$ cat src/pkg/ebx_consts.svh
// How it works
// - window hit drops chip select, starts sequencer
// - narrow mode aliases 64 KB twice
// - wide mode maps 128 KB linearly
// - wide mode: AD carries address then data
// - narrow mode: AD high byte stays address
// - wide transfers split into several external accesses
// - three-bit code divides system clock
// - pins change once per bus clock step
// - one bus clock address setup first
// - latch strobe high for field plus one
// - one latch hold, one turnaround clock
// - after latch hold: float data lines for read, drive write
// - strobe low for field plus one clocks
// - data hold field plus one, then release
// - idle after writes and between reads
// - idle cycles keep all controls inactive
// - width bit selects sixteen or eight bits
// - enable bit turns interface on
// - write hold skip drops hold on writes
// - read hold skip drops hold on reads
// - chip select high during inserted idle
`ifndef EBX_CONSTS_SVH
`define EBX_CONSTS_SVH
`define EBX_AXI_AW 8
`define EBX_OFF_CTRL 8'h00
`define EBX_OFF_TIME 8'h04
`define EBX_OFF_CTRL2 8'h08
`define EBX_OFF_STAT 8'h0C
`define EBX_RST_VAL 32'h0000_0000
`define EBX_CTRL_MASK 32'h0007_0703
`define EBX_TIME_MASK 32'h0F00_F7F8
`define EBX_CTRL2_MASK 32'h0000_0007
`define EBX_BIT_EN 0
`define EBX_BIT_WIDE 1
`define EBX_DIV_MSB 10
`define EBX_DIV_LSB 8
`define EBX_DIV_MAX 3'h5
`define EBX_ALE_MSB 18
`define EBX_ALE_LSB 16
`define EBX_ACC_MSB 7
`define EBX_ACC_LSB 3
`define EBX_AHD_MSB 10
`define EBX_AHD_LSB 8
`define EBX_W2X_MSB 15
`define EBX_W2X_LSB 12
`define EBX_R2R_MSB 27
`define EBX_R2R_LSB 24
`define EBX_BIT_WSKIP 2
`define EBX_BIT_RSKIP 1
`define EBX_WIN_TAG 15'h3000
`define EBX_WIN_LSB 17
`define EBX_FIXED_TICKS 5'h00
`define EBX_RESP_OKAY 2'h0
`define EBX_RESP_SLVERR 2'h2
`endif

$ cat src/pkg/ebx_pkg.sv
package ebx_pkg;
  typedef enum logic [7:0] {
    EBX_IDLE = 8'h01,
    EBX_SETUP = 8'h02,
    EBX_LATCH = 8'h04,
    EBX_LHOLD = 8'h08,
    EBX_TURN = 8'h10,
    EBX_ACCESS = 8'h20,
    EBX_HOLD = 8'h40,
    EBX_GAP = 8'h80
  } ebx_state_t;
  typedef enum logic [1:0] {
    EBX_SZ_BYTE = 2'h0,
    EBX_SZ_HALF = 2'h1,
    EBX_SZ_WORD = 2'h2
  } ebx_size_t;
endpackage

$ cat src/rtl/ebx_top.sv
// Local design decision: the AXI4-Lite register port.
`timescale 1ns/1ps
`default_nettype none
`include "ebx_consts.svh"
module ebx_top
(
  input wire logic aclk,
  input wire logic aresetn,
  input wire logic [7:0] s_axi_awaddr,
  input wire logic s_axi_awvalid,
  output logic s_axi_awready,
  input wire logic [31:0] s_axi_wdata,
  input wire logic [3:0] s_axi_wstrb,
  input wire logic s_axi_wvalid,
  output logic s_axi_wready,
  output logic [1:0] s_axi_bresp,
  output logic s_axi_bvalid,
  input wire logic s_axi_bready,
  input wire logic [7:0] s_axi_araddr,
  input wire logic s_axi_arvalid,
  output logic s_axi_arready,
  output logic [31:0] s_axi_rdata,
  output logic [1:0] s_axi_rresp,
  output logic s_axi_rvalid,
  input wire logic s_axi_rready,
  input wire logic sys_req,
  input wire logic [31:0] sys_addr,
  input wire logic sys_write,
  input wire logic [1:0] sys_size,
  input wire logic [31:0] sys_wdata,
  output logic sys_ready,
  output logic sys_done,
  output logic sys_err,
  output logic [31:0] sys_rdata,
  output logic ext_chip_select_low,
  output logic addr_latch_strobe,
  output logic read_strobe_low,
  output logic write_strobe_low,
  output logic [15:0] ad_out,
  output logic [15:0] ad_oe,
  input wire logic [15:0] ad_in
);

  // ---------------------------------------------------------------
  // registers
  // ---------------------------------------------------------------
  logic [31:0] ctrl_reg;
  logic [31:0] time_reg;
  logic [31:0] ctrl2_reg;
  logic aw_have_reg;
  logic w_have_reg;
  logic [7:0] awaddr_hold_reg;
  logic [31:0] wdata_hold_reg;
  logic [3:0] wstrb_hold_reg;
  logic wr_fire;
  logic wr_hit;

  logic interface_enable;
  logic wide_bus_select;
  logic [2:0] bus_clock_divider;
  logic [2:0] latch_pulse_length;
  logic [4:0] access_time_length;
  logic [2:0] hold_time_length;
  logic [3:0] after_write_idle;
  logic [3:0] read_to_read_idle;
  logic write_hold_skip;
  logic read_hold_skip;

  assign interface_enable = ctrl_reg[`EBX_BIT_EN];
  assign wide_bus_select = ctrl_reg[`EBX_BIT_WIDE];
  assign bus_clock_divider = ctrl_reg[`EBX_DIV_MSB:`EBX_DIV_LSB];
  assign latch_pulse_length = ctrl_reg[`EBX_ALE_MSB:`EBX_ALE_LSB];
  assign access_time_length = time_reg[`EBX_ACC_MSB:`EBX_ACC_LSB];
  assign hold_time_length = time_reg[`EBX_AHD_MSB:`EBX_AHD_LSB];
  assign after_write_idle = time_reg[`EBX_W2X_MSB:`EBX_W2X_LSB];
  assign read_to_read_idle = time_reg[`EBX_R2R_MSB:`EBX_R2R_LSB];
  assign write_hold_skip = ctrl2_reg[`EBX_BIT_WSKIP];
  assign read_hold_skip = ctrl2_reg[`EBX_BIT_RSKIP];

  function automatic logic [31:0] ebx_merge(input logic [31:0] old_v,
    input logic [31:0] new_v, input logic [3:0] strb, input logic [31:0] mask);
    logic [31:0] res;
    res = old_v;
    for (int i = 0; i < 4; i++)
    begin
      if (strb[i])
      begin
        res[i*8 +: 8] = new_v[i*8 +: 8];
      end
    end
    return res & mask;
  endfunction

  assign wr_fire = aw_have_reg && w_have_reg && !s_axi_bvalid;
  assign wr_hit = (awaddr_hold_reg == `EBX_OFF_CTRL) || (awaddr_hold_reg == `EBX_OFF_TIME) ||
    (awaddr_hold_reg == `EBX_OFF_CTRL2) || (awaddr_hold_reg == `EBX_OFF_STAT);

  // ---------------------------------------------------------------
  // axi write channel
  // ---------------------------------------------------------------
  always_ff @(posedge aclk)
  begin
    if (!aresetn)
    begin
      s_axi_awready <= 1'b1;
      s_axi_wready <= 1'b1;
      s_axi_bvalid <= 1'b0;
      s_axi_bresp <= `EBX_RESP_OKAY;
      aw_have_reg <= 1'b0;
      w_have_reg <= 1'b0;
      awaddr_hold_reg <= 8'h00;
      wdata_hold_reg <= 32'h0000_0000;
      wstrb_hold_reg <= 4'h0;
    end
    else
    begin
      if (s_axi_awvalid && s_axi_awready)
      begin
        aw_have_reg <= 1'b1;
        awaddr_hold_reg <= {s_axi_awaddr[7:2], 2'b00};
        s_axi_awready <= 1'b0;
      end
      if (s_axi_wvalid && s_axi_wready)
      begin
        w_have_reg <= 1'b1;
        wdata_hold_reg <= s_axi_wdata;
        wstrb_hold_reg <= s_axi_wstrb;
        s_axi_wready <= 1'b0;
      end
      if (wr_fire)
      begin
        aw_have_reg <= 1'b0;
        w_have_reg <= 1'b0;
        s_axi_bvalid <= 1'b1;
        s_axi_bresp <= wr_hit ? `EBX_RESP_OKAY : `EBX_RESP_SLVERR;
      end
      if (s_axi_bvalid && s_axi_bready)
      begin
        s_axi_bvalid <= 1'b0;
        s_axi_awready <= 1'b1;
        s_axi_wready <= 1'b1;
      end
    end
  end

  always_ff @(posedge aclk)
  begin
    if (!aresetn)
    begin
      ctrl_reg <= `EBX_RST_VAL;
      time_reg <= `EBX_RST_VAL;
      ctrl2_reg <= `EBX_RST_VAL;
    end
    else if (wr_fire)
    begin
      case (awaddr_hold_reg)
        `EBX_OFF_CTRL: ctrl_reg <= ebx_merge(ctrl_reg, wdata_hold_reg, wstrb_hold_reg,
          `EBX_CTRL_MASK);
        `EBX_OFF_TIME: time_reg <= ebx_merge(time_reg, wdata_hold_reg, wstrb_hold_reg,
          `EBX_TIME_MASK);
        `EBX_OFF_CTRL2: ctrl2_reg <= ebx_merge(ctrl2_reg, wdata_hold_reg, wstrb_hold_reg,
          `EBX_CTRL2_MASK);
        default: ctrl_reg <= ctrl_reg;
      endcase
    end
  end

  // ---------------------------------------------------------------
  // sequencer state
  // ---------------------------------------------------------------
  ebx_pkg::ebx_state_t state_reg;
  ebx_pkg::ebx_state_t state_next;
  logic [4:0] tcnt_reg;
  logic [4:0] tcnt_next;
  logic pend_reg;
  logic more_reg;
  logic prev_rd_reg;
  logic wr_op_reg;
  logic [31:0] addr_reg;
  logic [31:0] wdata_reg;
  logic [1:0] beat_reg;
  logic [1:0] last_beat_reg;
  logic [1:0] beat_use;
  logic beat_end;
  logic cap;
  logic take;
  logic hit;

  // ---------------------------------------------------------------
  // axi read channel
  // ---------------------------------------------------------------
  always_ff @(posedge aclk)
  begin
    if (!aresetn)
    begin
      s_axi_arready <= 1'b1;
      s_axi_rvalid <= 1'b0;
      s_axi_rdata <= 32'h0000_0000;
      s_axi_rresp <= `EBX_RESP_OKAY;
    end
    else if (s_axi_arvalid && s_axi_arready)
    begin
      s_axi_arready <= 1'b0;
      s_axi_rvalid <= 1'b1;
      s_axi_rresp <= `EBX_RESP_OKAY;
      case ({s_axi_araddr[7:2], 2'b00})
        `EBX_OFF_CTRL: s_axi_rdata <= ctrl_reg;
        `EBX_OFF_TIME: s_axi_rdata <= time_reg;
        `EBX_OFF_CTRL2: s_axi_rdata <= ctrl2_reg;
        `EBX_OFF_STAT: s_axi_rdata <= {22'h00_0000, more_reg, pend_reg, state_reg};
        default:
        begin
          s_axi_rdata <= 32'h0000_0000;
          s_axi_rresp <= `EBX_RESP_SLVERR;
        end
      endcase
    end
    else if (s_axi_rvalid && s_axi_rready)
    begin
      s_axi_rvalid <= 1'b0;
      s_axi_arready <= 1'b1;
    end
  end

  // ---------------------------------------------------------------
  // bus clock step divider
  // ---------------------------------------------------------------
  logic [2:0] div_sel;
  logic [5:0] period;
  logic [4:0] dcnt_reg;
  logic tick;

  assign div_sel = (bus_clock_divider > `EBX_DIV_MAX) ? 3'h0 : bus_clock_divider;
  assign period = 6'h01 << div_sel;
  // one step per bus period: every edge at divide by one, last edge of the period otherwise
  assign tick = (dcnt_reg == 5'(period - 6'h01));

  always_ff @(posedge aclk)
  begin
    if (!aresetn || tick)
    begin
      dcnt_reg <= 5'h00;
    end
    else
    begin
      dcnt_reg <= dcnt_reg + 5'h01;
    end
  end

  // ---------------------------------------------------------------
  // synchroniser for the AD inputs
  // ---------------------------------------------------------------
  logic [15:0] ad_meta_reg;
  logic [15:0] ad_sync_reg;

  always_ff @(posedge aclk)
  begin
    if (!aresetn)
    begin
      ad_meta_reg <= 16'h0000;
      ad_sync_reg <= 16'h0000;
    end
    else
    begin
      ad_meta_reg <= ad_in;
      ad_sync_reg <= ad_meta_reg;
    end
  end

  // ---------------------------------------------------------------
  // system request port
  // ---------------------------------------------------------------
  assign hit = (sys_addr[31:`EBX_WIN_LSB] == `EBX_WIN_TAG);
  assign take = sys_req && sys_ready;

  always_ff @(posedge aclk)
  begin
    if (!aresetn)
    begin
      sys_ready <= 1'b1;
      sys_done <= 1'b0;
      sys_err <= 1'b0;
      pend_reg <= 1'b0;
      wr_op_reg <= 1'b0;
      addr_reg <= 32'h0000_0000;
      wdata_reg <= 32'h0000_0000;
      last_beat_reg <= 2'h0;
    end
    else
    begin
      sys_done <= 1'b0;
      if (take)
      begin
        sys_ready <= 1'b0;
        addr_reg <= sys_addr;
        wdata_reg <= sys_wdata;
        wr_op_reg <= sys_write;
        case (sys_size)
          ebx_pkg::EBX_SZ_HALF: last_beat_reg <= wide_bus_select ? 2'h0 : 2'h1;
          ebx_pkg::EBX_SZ_WORD: last_beat_reg <= wide_bus_select ? 2'h1 : 2'h3;
          default: last_beat_reg <= 2'h0;
        endcase
        if (hit && interface_enable)
        begin
          pend_reg <= 1'b1;
        end
        else
        begin
          sys_done <= 1'b1;
          sys_err <= 1'b1;
        end
      end
      else if (!pend_reg && !more_reg && state_reg == ebx_pkg::EBX_IDLE && !sys_done)
      begin
        sys_ready <= 1'b1;
      end
      if (tick && state_reg == ebx_pkg::EBX_IDLE && pend_reg)
      begin
        pend_reg <= 1'b0;
      end
      if (!interface_enable && (more_reg || pend_reg) && !take)
      begin
        pend_reg <= 1'b0;
        sys_done <= 1'b1;
        sys_err <= 1'b1;
      end
      else if (tick && beat_end && beat_reg == last_beat_reg)
      begin
        sys_done <= 1'b1;
        sys_err <= 1'b0;
      end
    end
  end

  // ---------------------------------------------------------------
  // access sequencer
  // ---------------------------------------------------------------
  always_comb
  begin
    state_next = state_reg;
    beat_end = 1'b0;
    cap = 1'b0;
    tcnt_next = (tcnt_reg == 5'h00) ? 5'h00 : tcnt_reg - 5'h01;
    if (tcnt_reg == 5'h00)
    begin
      case (state_reg)
        ebx_pkg::EBX_IDLE:
        begin
          if (pend_reg && prev_rd_reg && !wr_op_reg && read_to_read_idle != 4'h0)
          begin
            state_next = ebx_pkg::EBX_GAP;
            tcnt_next = {1'b0, read_to_read_idle - 4'h1};
          end
          else if (pend_reg)
          begin
            state_next = ebx_pkg::EBX_SETUP;
            tcnt_next = `EBX_FIXED_TICKS;
          end
        end
        ebx_pkg::EBX_SETUP:
        begin
          state_next = ebx_pkg::EBX_LATCH;
          tcnt_next = {2'b00, latch_pulse_length};
        end
        ebx_pkg::EBX_LATCH:
        begin
          state_next = ebx_pkg::EBX_LHOLD;
          tcnt_next = `EBX_FIXED_TICKS;
        end
        ebx_pkg::EBX_LHOLD:
        begin
          state_next = ebx_pkg::EBX_TURN;
          tcnt_next = `EBX_FIXED_TICKS;
        end
        ebx_pkg::EBX_TURN:
        begin
          state_next = ebx_pkg::EBX_ACCESS;
          tcnt_next = access_time_length;
        end
        ebx_pkg::EBX_ACCESS:
        begin
          cap = !wr_op_reg;
          if (wr_op_reg ? write_hold_skip : read_hold_skip)
          begin
            beat_end = 1'b1;
          end
          else
          begin
            state_next = ebx_pkg::EBX_HOLD;
            tcnt_next = {2'b00, hold_time_length};
          end
        end
        ebx_pkg::EBX_HOLD: beat_end = 1'b1;
        ebx_pkg::EBX_GAP: state_next = more_reg ? ebx_pkg::EBX_SETUP : ebx_pkg::EBX_IDLE;
        default: state_next = ebx_pkg::EBX_IDLE;
      endcase
      if (beat_end)
      begin
        if (wr_op_reg && after_write_idle != 4'h0)
        begin
          state_next = ebx_pkg::EBX_GAP;
          tcnt_next = {1'b0, after_write_idle - 4'h1};
        end
        else if (beat_reg == last_beat_reg)
        begin
          state_next = ebx_pkg::EBX_IDLE;
        end
        else if (!wr_op_reg && read_to_read_idle != 4'h0)
        begin
          state_next = ebx_pkg::EBX_GAP;
          tcnt_next = {1'b0, read_to_read_idle - 4'h1};
        end
        else
        begin
          state_next = ebx_pkg::EBX_SETUP;
        end
      end
    end
  end

  assign beat_use = beat_end ? beat_reg + 2'h1 : beat_reg;

  always_ff @(posedge aclk)
  begin
    if (!aresetn || !interface_enable)
    begin
      state_reg <= ebx_pkg::EBX_IDLE;
      tcnt_reg <= 5'h00;
      more_reg <= 1'b0;
      beat_reg <= 2'h0;
      prev_rd_reg <= 1'b0;
    end
    else
    begin
      // a refused request never starts the sequencer
      if (take && hit)
      begin
        more_reg <= 1'b1;
        beat_reg <= 2'h0;
      end
      if (tick)
      begin
        state_reg <= state_next;
        tcnt_reg <= tcnt_next;
        if (beat_end)
        begin
          beat_reg <= beat_reg + 2'h1;
          more_reg <= (beat_reg != last_beat_reg);
          prev_rd_reg <= !wr_op_reg;
        end
      end
    end
  end

  // ---------------------------------------------------------------
  // read data assembly
  // ---------------------------------------------------------------
  always_ff @(posedge aclk)
  begin
    if (!aresetn)
    begin
      sys_rdata <= 32'h0000_0000;
    end
    else if (take)
    begin
      sys_rdata <= 32'h0000_0000;
    end
    else if (tick && cap && wide_bus_select)
    begin
      sys_rdata[{beat_reg[0], 4'h0} +: 16] <= ad_sync_reg;
    end
    else if (tick && cap)
    begin
      sys_rdata[{beat_reg, 3'h0} +: 8] <= ad_sync_reg[7:0];
    end
  end

  // ---------------------------------------------------------------
  // external pins
  // ---------------------------------------------------------------
  logic active_next;
  logic addr_phase_next;
  logic [15:0] ext_addr;
  logic [7:0] wbyte;
  logic [15:0] whalf;

  assign active_next = (state_next != ebx_pkg::EBX_IDLE) && (state_next != ebx_pkg::EBX_GAP);
  assign addr_phase_next = (state_next == ebx_pkg::EBX_SETUP) ||
    (state_next == ebx_pkg::EBX_LATCH) || (state_next == ebx_pkg::EBX_LHOLD);
  // narrow mode drops window bit 16 so both halves alias
  assign ext_addr = wide_bus_select ? addr_reg[16:1] + {14'h0000, beat_use}
    : addr_reg[15:0] + {14'h0000, beat_use};
  assign wbyte = wdata_reg[{beat_use, 3'h0} +: 8];
  assign whalf = wdata_reg[{beat_use[0], 4'h0} +: 16];

  always_ff @(posedge aclk)
  begin
    if (!aresetn)
    begin
      ext_chip_select_low <= 1'b1;
      addr_latch_strobe <= 1'b0;
      read_strobe_low <= 1'b1;
      write_strobe_low <= 1'b1;
      ad_out <= 16'h0000;
      ad_oe <= 16'h0000;
    end
    else if (!interface_enable || (tick && !active_next))
    begin
      ext_chip_select_low <= 1'b1;
      addr_latch_strobe <= 1'b0;
      read_strobe_low <= 1'b1;
      write_strobe_low <= 1'b1;
      ad_oe <= 16'h0000;
    end
    else if (tick)
    begin
      ext_chip_select_low <= 1'b0;
      addr_latch_strobe <= (state_next == ebx_pkg::EBX_LATCH);
      read_strobe_low <= !(state_next == ebx_pkg::EBX_ACCESS && !wr_op_reg);
      write_strobe_low <= !(state_next == ebx_pkg::EBX_ACCESS && wr_op_reg);
      if (addr_phase_next)
      begin
        ad_out <= ext_addr;
        ad_oe <= 16'hFFFF;
      end
      else if (wide_bus_select)
      begin
        ad_out <= wr_op_reg ? whalf : 16'h0000;
        ad_oe <= wr_op_reg ? 16'hFFFF : 16'h0000;
      end
      else
      begin
        ad_out <= {ext_addr[15:8], wr_op_reg ? wbyte : 8'h00};
        ad_oe <= wr_op_reg ? 16'hFFFF : 16'hFF00;
      end
    end
  end

endmodule
`default_nettype wire

$ cat config.mk
export PLATFORM = sky130hd
export DESIGN_NAME = ebx_top
export DESIGN_NICKNAME = d
export VERILOG_FILES = /design/src/pkg/ebx_pkg.sv /design/src/rtl/ebx_top.sv
export VERILOG_INCLUDE_DIRS = /design/src /design/src/pkg
export SDC_FILE = /design/constraint.sdc
export NUM_CORES = 1
export LEC_CHECK = 0
export ABC_AREA = 1
export BUFFER_PORTS_ARGS = -buffer_cell sky130_fd_sc_hd__buf_4
export CAP_MARGIN = 10
export CORE_UTILIZATION = 29
export CTS_BUF_LIST = sky130_fd_sc_hd__clkbuf_8
export DETAILED_ROUTE_END_ITERATION = 12
export GPL_TIMING_DRIVEN = 0
export PLACE_DENSITY = 0.47
export SLEW_MARGIN = 15
export SYNTH_ARGS = -nofsm -noshare
export SYNTH_HDL_FRONTEND = slang
export SYNTH_SLANG_ARGS = --single-unit
$ cat constraint.sdc
create_clock -name aclk -period 8.11 [get_ports aclk]
set_input_delay 0.811 -clock aclk [delete_from_list [all_inputs] [get_ports aclk]]
set_output_delay 0.811 -clock aclk [all_outputs]
set_load 0.1 [all_outputs]
# Word level (Yosys, flattened, before mapping)
# Index checks and enable logic that the tools add are counted.
[op_classes]
add_sub_neg = 10
multipliers = 0
n_bitwise = 2
shift = 7
div_mod_pow = 0
n_reduce_logical = 77
n_eq_ne = 27
n_mux = 68
order_cmp = 1
[ops]
columns = ["op", "count"]
rows = [
  ["two-way mux 16 bit", 7],
  ["one-hot mux 28 bit (4 select lines)", 1],
  ["two-way mux 8 bit", 10],
  ["bitwise mux 32 bit", 2],
  ["two-way mux 32 bit", 2],
  ["one-hot mux 8 bit (8 select lines)", 1],
  ["two-way mux 5 bit", 9],
  ["adder 16 x 2 -> 16 bit", 2],
  ["variable shift 16 x 7 -> 32 bit, first input constant", 1],
  ["variable shift 8 x 7 -> 32 bit, first input constant", 1],
  ["variable part select 16 x 7 -> 32 bit", 1],
  ["variable part select 32 x 6 -> 16 bit", 1],
  ["variable part select 32 x 6 -> 8 bit", 1],
  ["variable part select 8 x 7 -> 32 bit", 1],
  ["logical AND 1 bit", 30],
  ["one-hot mux 5 bit (5 select lines)", 1],
  ["equality test 6 x 2 -> 1 bit, second input constant", 4],
  ["two-way mux 1 bit", 24],
  ["AND reduction 3 bit", 7],
  ["equality test 8 x 2 -> 1 bit, second input constant", 2],
  ["equality test 8 x 3 -> 1 bit, second input constant", 2],
  ["equality test 8 x 4 -> 1 bit, second input constant", 2],
  ["equality test 8 x 6 -> 1 bit, second input constant", 2],
  ["two-way mux 2 bit", 8],
  ["other kinds (37)", 70],
]
[totals]
mem_bits_rw = 0
latch_bits = 0
in_bits = 143
word_cells = 235
rom_bits = 0
reg_bits = 286
n_memories = 0

# Logic depth before layout (Yosys ltp)
[logic_depth]
ltp_word = 14
depth_mapped = 24

# Worst setup path before layout
# OpenSTA, ideal clock, no wires.
[synth_timing]
path_type = "reg-to-reg"
from = "register state_reg[0]"
to = "register ad_out[12]"
required_time_ps = 8040
arrival_time_ps = 2933
n_path_buf = 2
path_slack_ps = 5108
stages_incl_launch_ff = 21
path_cell_list = "dfxtp_1 inv_1 nand2_1 nor2_4 nand2_1 nand2_1 buf_4 nand3_1 nand2_2 buf_6 ha_1 inv_1 fa_1 inv_1 nand4_2 nor2_2 nand2_1 or2_0 a21oi_1 nand2_1 a21oi_1"
[synth_via]
elab_chain_cells = 12
[synth_lines]
columns = ["item", "line", "text"]
rows = [
  ["start: declaration", "ebx_top.sv:171", "ebx_pkg::ebx_state_t state_reg;"],
  ["start signal: assignment", "ebx_top.sv:427", "state_reg <= ebx_pkg::EBX_IDLE;"],
  ["start signal: assignment", "ebx_top.sv:443", "state_reg <= state_next;"],
  ["branches (longest 12 deep; another with adder 16 x 2 -> 16 bit)", "--", ""],
  ["end signal: assignment", "ebx_top.sv:523", "ad_out <= ext_addr;"],
  ["end signal: assignment", "ebx_top.sv:528", "ad_out <= wr_op_reg ? whalf : 16'h0000;"],
  ["end signal: assignment", "ebx_top.sv:533", "ad_out <= {ext_addr[15:8], wr_op_reg ? wbyte : 8'h00};"],
  ["end: declaration", "ebx_top.sv:39", "output logic [15:0] ad_out,"],
]
# Parallel ways; which one is timed is not known. The select of a mux whose other input is x is not followed.
# A chain may end at the register's enable or synchronous reset.

# Worst setup path after layout
[layout_timing]
from = "register ctrl_reg[1]"
to = "register ad_out[12]"
[layout_via]
elab_chain_cells = 3
[layout_lines]
columns = ["item", "line", "text"]
rows = [
  ["start: declaration", "ebx_top.sv:47", "logic [31:0] ctrl_reg;"],
  ["start signal: assignment", "ebx_top.sv:150", "ctrl_reg <= `EBX_RST_VAL;"],
  ["start signal: assignment", "ebx_top.sv:157", "`EBX_OFF_CTRL: ctrl_reg <= ebx_merge(ctrl_reg, wdata_hold_reg, wstrb_hold_reg,"],
  ["start signal: assignment", "ebx_top.sv:163", "default: ctrl_reg <= ctrl_reg;"],
  ["two-way mux 16 bit", "ebx_top.sv:491", "assign ext_addr = wide_bus_select ? addr_reg[16:1] + {14'h0000, beat_use}"],
  ["two-way mux 16 bit", "ebx_top.sv:526", "else if (wide_bus_select)"],
  ["two-way mux 16 bit (*)", "ebx_top.sv:521", "if (addr_phase_next)"],
]
# Every way passes the cells marked *; elsewhere a longest branch is shown, timed or not.

==> results by group <==
Outcome
  • Status: complete, no violations

Power and ir drop
  • Max IR drop VDD: 93.7 µV
  • Leakage power: 7.32 nW
  • Power Density: 186 nW/µm²

Critical path
  • Critical Path RT: 8670 ps
  • Crit Path Class: reg -> reg
  • Max FO, Critical Path: 10
  • Cell family with most CP delay: buffers and inverters
  • CP Launch Type: flop
  • Crit path buffers/inverters: 5
  • Worst Path Arrival: 4560 ps
  • Critical-path cell list: inv_2 -> clkbuf_1 -> clkbuf_1 -> nand2_1 -> o21ai_0 -> ha_1 -> inv_1 -> fa_1 -> inv_1 -> nand4_2 -> nor2_2 -> nand2_1 -> or2_0 -> a21oi_1 -> nand2_1 -> a21oi_1
  • Slowest CP cell: clkbuf_1
  • Most used cell, CP: nand2_1
  • CP max stage delay: 680 ps
  • CP endpoint kind: flop

Route
  • Post-DRT Antenna Nets: 0
  • DRT Pass-1 Iters: 6
  • Final WL: 46100 µm
  • Vias: 12647
  • 1st-iter DRT viols: 990
  • Wirelength per Cell: 17.3 µm
  • DRC viols: 0
  • Vias/cell: 4.76

Clock network
  • Clk buf depth: 3
  • CTS root buffer: clkbuf_8
  • Clk sinks: 254
  • # Post-CTS Setup Buffers: 0
  • Clk slew on worst S/H paths: 60 ps
  • # resized after CTS: 0
  • H-tree Lvls: 2
  • CTS tree: yes
  • Clk_lat worst skew: 630 ps
  • Cts hold-fix bufs: 0
  • Num CTS Buffers: 48

Global route
  • Largest net degree at the start of global routing: 13
  • Routing usage on met3: 3.62%
  • Met2 Usage GRT: 33.3%
  • Total GRT Usage: 20.8%
  • First-pass GRT wire length: 69800 µm
  • GRT overflow: 0
  • Met1 usage: 28.4%
  • Top Usage Layer GRT: met2
  • Number of global-route vias before repair: 12124
  • Initial antenna violation count: 1

Final layout
  • Share of cells above drive strength 1: 17.6%
  • Core Util, Final: 37.4%
  • Area Overhead vs Synth: 26.9%
  • Fin nets: 2247

Floorplanning
  • Die area: 43500 µm²
  • Core Region: 42000 µm²
  • Chip Height: 209 µm
  • # rows: 75
  • Num ports: 255
  • Starting Density: 29.5%
  • Die span in x: 209 µm

Timing
  • Worst rel slew slack: 36.2%
  • Worst-margin pin slew: 957 ps
  • Setup TNS Final: 0 ps
  • Pins over their slew limit: 0
  • Achievable frequency: 250 MHz
  • Final setup viols: 0
  • Layout Skew: 29.8 ps
  • Post-layout min period: 4000 ps
  • RSZ-0062 raised after global routing: no
  • Post-route clock period utilization: 49.3%
  • Hold Fails Final Rpt: 0

Logic synthesis
  • Synth area leader: dfxtp_1
  • Post-synthesis register bit count: 254
  • Yosys cell types: 50
  • Post-synth ARST share: 0%
  • Area share of the largest cell type after synthesis: 41.1%
  • Gate count after technology mapping: 1800
  • Post-synthesis sequential area ratio: 41.1%
  • Area of the mapped netlist: 12400 µm²
  • Post-synth EDFFs: 0
  • Syn_area_per_cell: 6.88 µm²
  • Top post-synthesis cells by area: dfxtp_1 41%, nand2_1 11%, nand3_1 7.1%
  • Top_reg_cell synth: dfxtp_1
  • Yosys warns: 0

Placement
  • DP Wirelength: 35700 µm
  • PortBufs: 227
  • Placer Congestion: 0.873

Min path
  • HP Class: in -> reg

Job
  • Maxcap violations: 0
## cell usage after synthesis (2+ instances only)
cell and number:
a21oi_1 144, xnor2_1 8, nand3_2 4, o31ai_1 2, clkbuf_1 59, ha_1 15, nand2_1 359, nor4_1 25
nor2_1 177, nor2_2 6, o22ai_1 5, a211oi_1 15, inv_1 227, o2111ai_1 2, buf_2 9, nor2_4 4
nand2_2 11, buf_4 30, o221ai_1 3, xor2_1 13, a22oi_1 2, o21ai_0 169, o21ai_1 7, a221oi_1 2
a31oi_1 5, nand4_2 2, nor3_1 12, inv_2 7, nand3_1 176, o21ai_2 2, buf_6 4, nand4_1 9
o211ai_1 10, nand2_4 2, buf_1 5, dfxtp_1 254
## cell type report
cell class,count,area (µm²)
inverter,235,882
buffer,107,556
clock buffer,55,757
clock inverter,25,158
fill,4607,26300
sequential,254,5080
timing repair buffer,227,1700
antenna,1,2.50
multi-input combinational,1215,5900
tap,539,674
## worst reg2reg max path: cells and delay by family, from the launching register on
kind | cells | cell delay (ps)
AOI/OAI and AO/OA | 3 | 510
adders and majority gates | 2 | 620
buffers and inverters | 5 | 1630
DFF | 1 | 370
and+or+nand+nor | 6 | 830
## worst paths after layout
| kind | depth (start not counted) | start | end | slack [ps] |
|---|---|---|---|---|
| setup / recovery | 16 | ctrl_reg[1]$_SDFFE_PN0P_ | ad_out[12]$_SDFFE_PN0P_ | 4110 |
| hold / removal | 3 | ad_in[12] | ad_meta_reg[12]$_SDFF_PN0_ | 380 |
| setup reg to reg | 16 | ctrl_reg[1]$_SDFFE_PN0P_ | ad_out[12]$_SDFFE_PN0P_ | 4110 |
| hold reg to reg | 2 | ad_meta_reg[1]$_SDFF_PN0_ | ad_sync_reg[1]$_SDFF_PN0_ | 410 |
## cells in the final DEF (no fill, tap or decap), drive strengths merged, types with 11 or more instances in the layout
| cell type | n |
|---|---|
| nor3 | 14 |
| nor2 | 187 |
| inv | 254 |
| a211oi | 15 |
| xor2 | 13 |
| dfxtp | 254 |
| nand4 | 11 |
| o21ai | 178 |
| buf | 275 |
| nand2 | 372 |
| nand3 | 180 |
| a21oi | 145 |
| clkbuf | 114 |
| ha | 15 |
| nor4 | 25 |
| conb | 12 |
## cells by family (layout without fill, tap and decap cells)
group / Yosys count / in the layout / share of synthesized area [%]
buffers and inverters: 342 / 649 / 11.6
xor gates and xnor gates: 21 / 21 / 1.49
DFF: 254 / 254 / 41.1
and+or+nand+nor: 793 / 793 / 27.9
other: 1 / 13 / 0.0303
adders and majority gates: 16 / 16 / 1.68
AOI/OAI and AO/OA: 373 / 373 / 16.2
## power by group
part	leakage, nW	switching, mW	internal, mW
Sequential	2.08	0.0243	1.30
Clock	0.537	0.558	0.674
Combinational	4.70	0.254	0.108
## per-stage QoR
step,cells,setup WS (ps),hold slack (ps),total power [mW],instance area (µm²)
after floorplan,1811,5110,390,1.57,12400
after global placement,2577,4140,397,1.71,14800
after detailed placement,2577,4090,399,1.71,14800
after CTS,2657,4100,318,2.96,15700
after global routing,2658,3810,341,3.05,15700
final,2658,4110,379,2.92,15700
## per-layer routing
| metal | wire [µm] | up-vias |
|---|---|---|
| met4 | 1140 | 0 |
| met3 | 2680 | 69 |
| met1 | 21700 | 5787 |
| li1 | - | 6406 |
| met2 | 20500 | 385 |
| met5 | 0 | - |
(Power assumes the default switching activity.)
